$ cat src/logic/dhbp_pkg.sv
/*
  Constants and carrier types for the two-channel host bus port.
  Assumes all host pins are already synchronous to clk_sys.
*/
// Summary of operation
// - Three address inputs pick one register within the targeted channel.
// - Eight-bit two-way data bus, host drives on writes, device on reads.
// - Read strobe fall starts read and drives byte; host captures on rise.
// - Write strobe fall starts write; rise stores host byte in register.
// - Access accepted only with chip select low; channel pick decides target.
// - Channel pick low routes to second channel, high to first channel.
// - Broadcast bit zero set in the first channel makes one write update both channels.
`default_nettype none
package dhbp_pkg;
    localparam int DATA_W    = 8;
    localparam int ADDR_W    = 3;
    localparam int NUM_CH    = 2;
    localparam int REGS_PER  = 8;
    localparam logic [DATA_W-1:0] REG_RESET = 8'h00;
    localparam int BCAST_BIT = 0;
    localparam logic [ADDR_W-1:0] ALT_FN_ADDR = 3'h2;
    localparam int CH_FIRST  = 0;
    localparam int CH_SECOND = 1;

    typedef struct packed {
        logic              cs_n;
        logic              rd_n;
        logic              wr_n;
        logic              pick;
        logic [ADDR_W-1:0] addr;
    } dhbp_ctl_t;

    typedef enum logic [2:0] {
        ST_IDLE  = 3'b001,
        ST_READ  = 3'b010,
        ST_WRITE = 3'b100
    } dhbp_state_t;
endpackage
`default_nettype wire

$ cat src/logic/dhbp_regbank.sv
/*
  One channel's register set of eight bytes.
  Assumes writes arrive as a one-cycle strobe from the port logic.
*/
`timescale 1ns/1ps
`default_nettype none
module dhbp_regbank (
    input  wire logic                        clk_sys,  // system clock
    input  wire logic                        rst,      // sync reset, high
    input  wire logic                        wr_en,    // one-cycle write
    input  wire logic [dhbp_pkg::ADDR_W-1:0] addr,     // register index
    input  wire logic [dhbp_pkg::DATA_W-1:0] wdata,    // write byte
    output logic      [dhbp_pkg::DATA_W-1:0] rdata,    // selected register
    output logic      [dhbp_pkg::DATA_W-1:0] alt_fn_val // alternate function value
);
    typedef logic [dhbp_pkg::ADDR_W-1:0] dhbp_idx_t;

    logic [dhbp_pkg::DATA_W-1:0] mem_reg [dhbp_pkg::REGS_PER];

    genvar i;
    generate
        for (i = 0; i < dhbp_pkg::REGS_PER; i++) begin : g_reg
            always_ff @(posedge clk_sys) begin
                if (rst) begin
                    mem_reg[i] <= dhbp_pkg::REG_RESET;
                end else if (wr_en && addr == dhbp_idx_t'(i)) begin
                    mem_reg[i] <= wdata;
                end
            end
        end
    endgenerate

    assign rdata   = mem_reg[addr];
    assign alt_fn_val = mem_reg[dhbp_pkg::ALT_FN_ADDR];
endmodule
`default_nettype wire

$ cat src/logic/dhbp_port.sv
/*
  Host parallel port for two channels: strobe framing, channel routing,
  broadcast writes and the two-way data bus.
  Assumes host pins are synchronous to clk_sys and stable through a strobe.
*/
`timescale 1ns/1ps
`default_nettype none
module dhbp_port (
    input  wire logic                        clk_sys,          // system clock, 20 MHz
    input  wire logic                        rst,              // sync reset, high
    input  wire logic                        chip_select_n,    // chip select, low
    input  wire logic                        read_strobe_n,    // read strobe, low
    input  wire logic                        write_strobe_n,   // write strobe, low
    input  wire logic                        channel_pick,     // high first, low second
    input  wire logic                        reg_addr_bit2,    // address bit 2
    input  wire logic                        reg_addr_bit1,    // address bit 1
    input  wire logic                        reg_addr_bit0,    // address bit 0
    input  wire logic [dhbp_pkg::DATA_W-1:0] host_data_bus_i,  // bus level in
    output logic      [dhbp_pkg::DATA_W-1:0] host_data_bus_o,  // bus drive value
    output logic                             host_data_bus_oe, // high while driving
    output logic      [dhbp_pkg::NUM_CH-1:0] bcast_active      // broadcast bit per channel
);
    dhbp_pkg::dhbp_ctl_t   ctl;
    dhbp_pkg::dhbp_state_t state_reg;
    dhbp_pkg::dhbp_state_t state_next;
    logic [dhbp_pkg::ADDR_W-1:0] addr_reg;
    logic                        pick_reg;
    logic [dhbp_pkg::DATA_W-1:0] wdata_reg;
    logic [dhbp_pkg::DATA_W-1:0] rdata_reg;
    logic [dhbp_pkg::DATA_W-1:0] ch_rdata [dhbp_pkg::NUM_CH];
    typedef logic [$clog2(dhbp_pkg::NUM_CH)-1:0] dhbp_chidx_t;

    logic [dhbp_pkg::DATA_W-1:0] ch_alt_fn [dhbp_pkg::NUM_CH];
    logic [dhbp_pkg::NUM_CH-1:0] ch_wr;
    logic [dhbp_pkg::ADDR_W-1:0] bank_addr;

    assign ctl = '{cs_n: chip_select_n, rd_n: read_strobe_n, wr_n: write_strobe_n,
                   pick: channel_pick,
                   addr: {reg_addr_bit2, reg_addr_bit1, reg_addr_bit0}};

    wire rd_start = !ctl.cs_n && !ctl.rd_n && ctl.wr_n;
    wire wr_start = !ctl.cs_n && !ctl.wr_n && ctl.rd_n;
    wire rd_end   = (state_reg == dhbp_pkg::ST_READ) && ctl.rd_n;
    wire wr_end   = (state_reg == dhbp_pkg::ST_WRITE) && ctl.wr_n;

    wire [$clog2(dhbp_pkg::NUM_CH)-1:0] live_ch = ctl.pick ? 1'(dhbp_pkg::CH_FIRST) : 1'(dhbp_pkg::CH_SECOND);
    wire [$clog2(dhbp_pkg::NUM_CH)-1:0] held_ch = pick_reg ? 1'(dhbp_pkg::CH_FIRST) : 1'(dhbp_pkg::CH_SECOND);
    // The override bit lives in the first channel's register set.
    wire bcast = ch_alt_fn[dhbp_pkg::CH_FIRST][dhbp_pkg::BCAST_BIT];

    always_comb begin
        state_next = state_reg;
        case (state_reg)
            dhbp_pkg::ST_IDLE: begin
                if (rd_start) begin
                    state_next = dhbp_pkg::ST_READ;
                end else if (wr_start) begin
                    state_next = dhbp_pkg::ST_WRITE;
                end
            end
            dhbp_pkg::ST_READ: begin
                if (rd_end) begin
                    state_next = dhbp_pkg::ST_IDLE;
                end
            end
            dhbp_pkg::ST_WRITE: begin
                if (wr_end) begin
                    state_next = dhbp_pkg::ST_IDLE;
                end
            end
            default: state_next = dhbp_pkg::ST_IDLE;
        endcase
    end

    always_ff @(posedge clk_sys) begin
        if (rst) begin
            state_reg <= dhbp_pkg::ST_IDLE;
        end else begin
            state_reg <= state_next;
        end
    end

    // Address and pick are latched at the strobe fall so late bus skew cannot retarget.
    always_ff @(posedge clk_sys) begin
        if (rst) begin
            addr_reg <= '0;
            pick_reg <= 1'b1;
        end else if (state_reg == dhbp_pkg::ST_IDLE && (rd_start || wr_start)) begin
            addr_reg <= ctl.addr;
            pick_reg <= ctl.pick;
        end
    end

    // The byte is taken on every low cycle of the strobe, the falling one included, so that
    // a one-cycle strobe still stores the host's byte and the last level before the rise wins.
    wire wr_take_fall = (state_reg == dhbp_pkg::ST_IDLE) && wr_start;
    wire wr_take_low  = (state_reg == dhbp_pkg::ST_WRITE) && !ctl.wr_n;
    wire wr_take      = wr_take_fall || wr_take_low;

    always_ff @(posedge clk_sys) begin
        if (rst) begin
            wdata_reg <= dhbp_pkg::REG_RESET;
        end else if (wr_take) begin
            wdata_reg <= host_data_bus_i;
        end
    end

    always_ff @(posedge clk_sys) begin
        if (rst) begin
            rdata_reg <= dhbp_pkg::REG_RESET;
        end else if (state_reg == dhbp_pkg::ST_IDLE && rd_start) begin
            rdata_reg <= ch_rdata[live_ch];
        end
    end

    // Writes use the index latched at the fall; reads look at the live pins at the fall.
    assign bank_addr = wr_end ? addr_reg : ctl.addr;

    genvar c;
    generate
        for (c = 0; c < dhbp_pkg::NUM_CH; c++) begin : g_ch
            assign ch_wr[c] = wr_end && (bcast || held_ch == dhbp_chidx_t'(c));
            assign bcast_active[c] = ch_alt_fn[c][dhbp_pkg::BCAST_BIT];
            dhbp_regbank u_bank (
                .clk_sys    (clk_sys),
                .rst        (rst),
                .wr_en      (ch_wr[c]),
                .addr       (bank_addr),
                .wdata      (wdata_reg),
                .rdata      (ch_rdata[c]),
                .alt_fn_val (ch_alt_fn[c])
            );
        end
    endgenerate

    assign host_data_bus_o  = rdata_reg;
    assign host_data_bus_oe = (state_reg == dhbp_pkg::ST_READ) && !ctl.rd_n && !ctl.cs_n;
endmodule
`default_nettype wire

$ cat config.mk
export PLATFORM = sky130hd
export DESIGN_NAME = dhbp_port
export DESIGN_NICKNAME = d
export VERILOG_FILES = /design/src/logic/dhbp_pkg.sv /design/src/logic/dhbp_regbank.sv /design/src/logic/dhbp_port.sv
export SDC_FILE = /design/constraint.sdc
export NUM_CORES = 1
export LEC_CHECK = 0
export BUFFER_PORTS_ARGS = -buffer_cell sky130_fd_sc_hd__buf_2
export CAP_MARGIN = 20
export CORE_UTILIZATION = 35
export CTS_CLUSTER_DIAMETER = 150
export CTS_CLUSTER_SIZE = 8
export DETAILED_ROUTE_END_ITERATION = 6
export PLACE_DENSITY = 0.53
export SYNTH_ARGS = -nofsm -noshare
export SYNTH_HDL_FRONTEND = slang
export SYNTH_HIERARCHICAL = 1
export SYNTH_SLANG_ARGS = --single-unit
$ cat constraint.sdc
create_clock -name clk_sys -period 4.5 [get_ports clk_sys]
set_input_delay 0 -clock clk_sys [delete_from_list [all_inputs] [get_ports clk_sys]]
set_output_delay 0 -clock clk_sys [all_outputs]
set_load 0.05 [all_outputs]
==> run summary <==
Comb power frac -> 7.7%
Crit-path slowest cell -> mux2_2
Critical Path AT -> 3.45 ns
clock sinks -> 151
# setup viols final -> 0
max reg flops -> 128
drt via density -> 5.31
Clock power frac -> 43.7%
crit path buf inv count -> 1
IO buf count -> 27
critical path, cell by cell -> nand2b_1, buf_4, nor3b_4, mux2_2, or2_2, o21bai_1
Area after DPL -> 0.00779 mm²
peak supply drop -> 0.272 mV
DR pass1 iterations -> 5
max_cap viols -> 0
Pwr Density -> 391 mW/mm²
vias in the first global route -> 4682
first-pass GRT wire length -> 28900 µm
num rows -> 52
Die H -> 147 µm
synthesized flop and latch total -> 151
Leak Pwr -> 3.10 nW
Hold Vio Cnt, Final -> 0
slowest cell delay on critical path -> 0.73 ns
drt initial violations -> 430
Crit Path Category -> flip-flop to flip-flop
delay-heaviest family, CP -> simple AND/OR/NAND/NOR gates
GPL Wtd Cong -> 0.773
post-synthesis sequential area ratio -> 58.1%
Critical Path RT -> 4.55 ns
Design Area, Final -> 0.00851 mm²
Setup Fix Bufs, Post-CTS -> 0
Initial Util -> 36.1%
detailed-route DRC error count -> 0
most common cell after layout, fill and taps aside -> and2_1
htree depth -> 4
cell count after synthesis -> 573
clk_lat worst skew -> 0.42 ns
crit end category -> flip-flop
final period utilization -> 75.5%
Mapped Area -> 0.00741 mm²
post-synthesis net count -> 590
# fillers -> 1932
Fin Setup TNS -> 0 ns
Setup crit start -> state_reg[0]
Hold Startpoint -> chip_select_n
worst hold path class -> primary input to flip-flop
remaining antenna violation count -> 0
relative slew slack -> 28.2%
Ports -> 28
Cell variety after synth -> 47
DR vias -> 4714
GRT Util Overall -> 18.3%
min Tclk post-route -> 3.40 ns
fmax -> 0.294 GHz
R2R Path Start -> state_reg[0]
CP max FO -> 46
synth warn -> 6
CTS clk-pin slew, worst paths -> 0.06 ns
share of layout cells above drive strength 1 -> 19.3%
Mapped Avg Cell Area -> 12.9 µm²
Antenna Cells -> 0
Syn-to-layout area delta -> 14.8%
dpl ws -> 1.09 ns
post-DP HPWL -> 12300 µm
largest net degree at the start of global routing -> 50
Core Util, Final -> 41.5%
CTS tree -> done
initial antenna violation count -> 0
Switching Share -> 22.4%
Max Transition Viols Final -> 0
Async SR Flop Fraction -> 0%
final hold slack -> 0.0861 ns
clk root buf -> clkbuf_16
die area -> 0.0218 mm²
Internal Power -> 0.00258 W
Critical Path Start Type -> flip-flop
commonest non-fill, non-tap cells in the layout -> and2_1, edfxtp_1, buf_2, mux2_2, dfxtp_1
outcome -> completed
final worst slack -> 1.10 ns
skew final -> 0.00760 ns
Die W -> 147 µm
RSZ-0062 raised after global routing -> no
total CTS buffers -> 17
dominant synthesized flop cell -> edfxtp_1
Reg power frac -> 48.5%
Slew @ Worst Pin -> 1.06 ns
GRT overflow -> 0
final WL -> 18800 µm
P_sw -> 0.000745 W
number of synthesized flops with an enable pin -> 128
Final nets -> 623
clock buffer depth -> 2
DR WL/cell -> 21.2 µm
Core Area -> 0.0205 mm²
cell families (layout without fill, tap and decap cells):
family                 after synthesis  after routing  synth area share, %
flip-flops                         151            151                 58.1
multiplexers                        61             61                 11.4
AND/OR/NAND/NOR                    243            243                 20.7
AO/OA/AOI/OAI                       75             75                 7.06
buffers and inverters               43             87                 2.77
worst min-delay path: cells and delay by family:
kind | cells | cell delay [ns]
simple gates | 3 | 0.32
buf+inv | 1 | 0.12
worst paths after layout:
| check | to | slack, ns | cells after the start |
|---|---|---|---|
| setup / recovery | g_ch[1].u_bank/mem_reg[2][3] | 1.10 | 6 |
| hold / removal | wdata_reg[1] | 0.09 | 4 |
| setup reg to reg | g_ch[1].u_bank/mem_reg[2][3] | 1.10 | 6 |
| hold reg to reg | addr_reg[1] | 0.46 | 2 |
power groups by stage:
stage / Sequential (W) / Clock (W) / Combinational (W)
CTS: 0.00162 / 0.00147 / 0.000259
global route: 0.00162 / 0.00154 / 0.000277
detailed placement: 0.00164 / 0 / 0.000249
finish: 0.00161 / 0.00145 / 0.000257
global placement: 0.00164 / 0 / 0.000247
floorplan: 0.00163 / 0 / 0.000165
per-stage QoR:
step / std cells / power (W)
finish: 887 / 0.00332
CTS: 887 / 0.00335
global placement: 844 / 0.00189
detailed placement: 844 / 0.00189
global route: 887 / 0.00344
floorplan: 573 / 0.00179
synthesized netlist by cell type, types with 2 or more instances:
master	number	share of area [%]
nor2_2	8	0.68
a21o_1	6	0.61
o221ai_1	2	0.24
nand2_1	13	0.66
nand4b_1	2	0.24
or3b_1	2	0.24
or3_1	4	0.34
edfxtp_1	128	52
mux4_2	16	4.9
clkbuf_1	15	0.76
buf_2	5	0.34
nand4_1	16	1.4
o21ai_0	14	0.95
o22ai_1	5	0.42
buf_6	2	0.30
o21a_1	2	0.20
nor3_1	2	0.14
o21bai_1	8	0.81
a211oi_1	10	1.0
buf_4	6	0.61
and2_1	129	11
nor2_1	15	0.76
or2_2	2	0.17
a221oi_1	2	0.24
dfxtp_1	23	6.2
a221o_1	2	0.27
nor2b_1	13	1.1
a21oi_1	13	0.88
nand3_1	8	0.54
mux2_2	25	3.8
mux2i_1	20	2.7
nand2b_1	10	0.84
buf_1	7	0.35
o32ai_1	3	0.35
nor4bb_1	3	0.41
a31o_2	4	0.47
nand3b_1	2	0.20
inv_1	8	0.41
nand4bb_1	9	1.4
nor3b_1	2	0.20
area by class of cell:
| class | count | area (µm²) | area share (%) |
|---|---|---|---|
| Timing Repair Buffer | 49 | 345 | 4.06 |
| Sequential cell | 151 | 4300 | 50.6 |
| Tap cell | 270 | 338 | 3.97 |
| Clock buffer | 19 | 433 | 5.09 |
| Inverter | 8 | 30.0 | 0.353 |
| Clock inverter | 11 | 158 | 1.85 |
| Multi-Input combinational cell | 379 | 2900 | 34.1 |
repair_timing:
item | in CTS | in global routing
gates resized for setup | 0 | 0
hold endpoints to repair | 13 | 0
hold buffers | 13 | 0
metal layers:
layer  track usage (%)  wire, µm  up-vias  part of all wire [%]
li1                  -         -     2196                     -
met1              25.5      8770     2351                    47
met2              27.8      8680      135                    46
met3              3.12       767       32                   4.1
met4              8.30       558        0                   3.0
met5                 0         0        -                     0
Power figures use the tool's default switching activity.
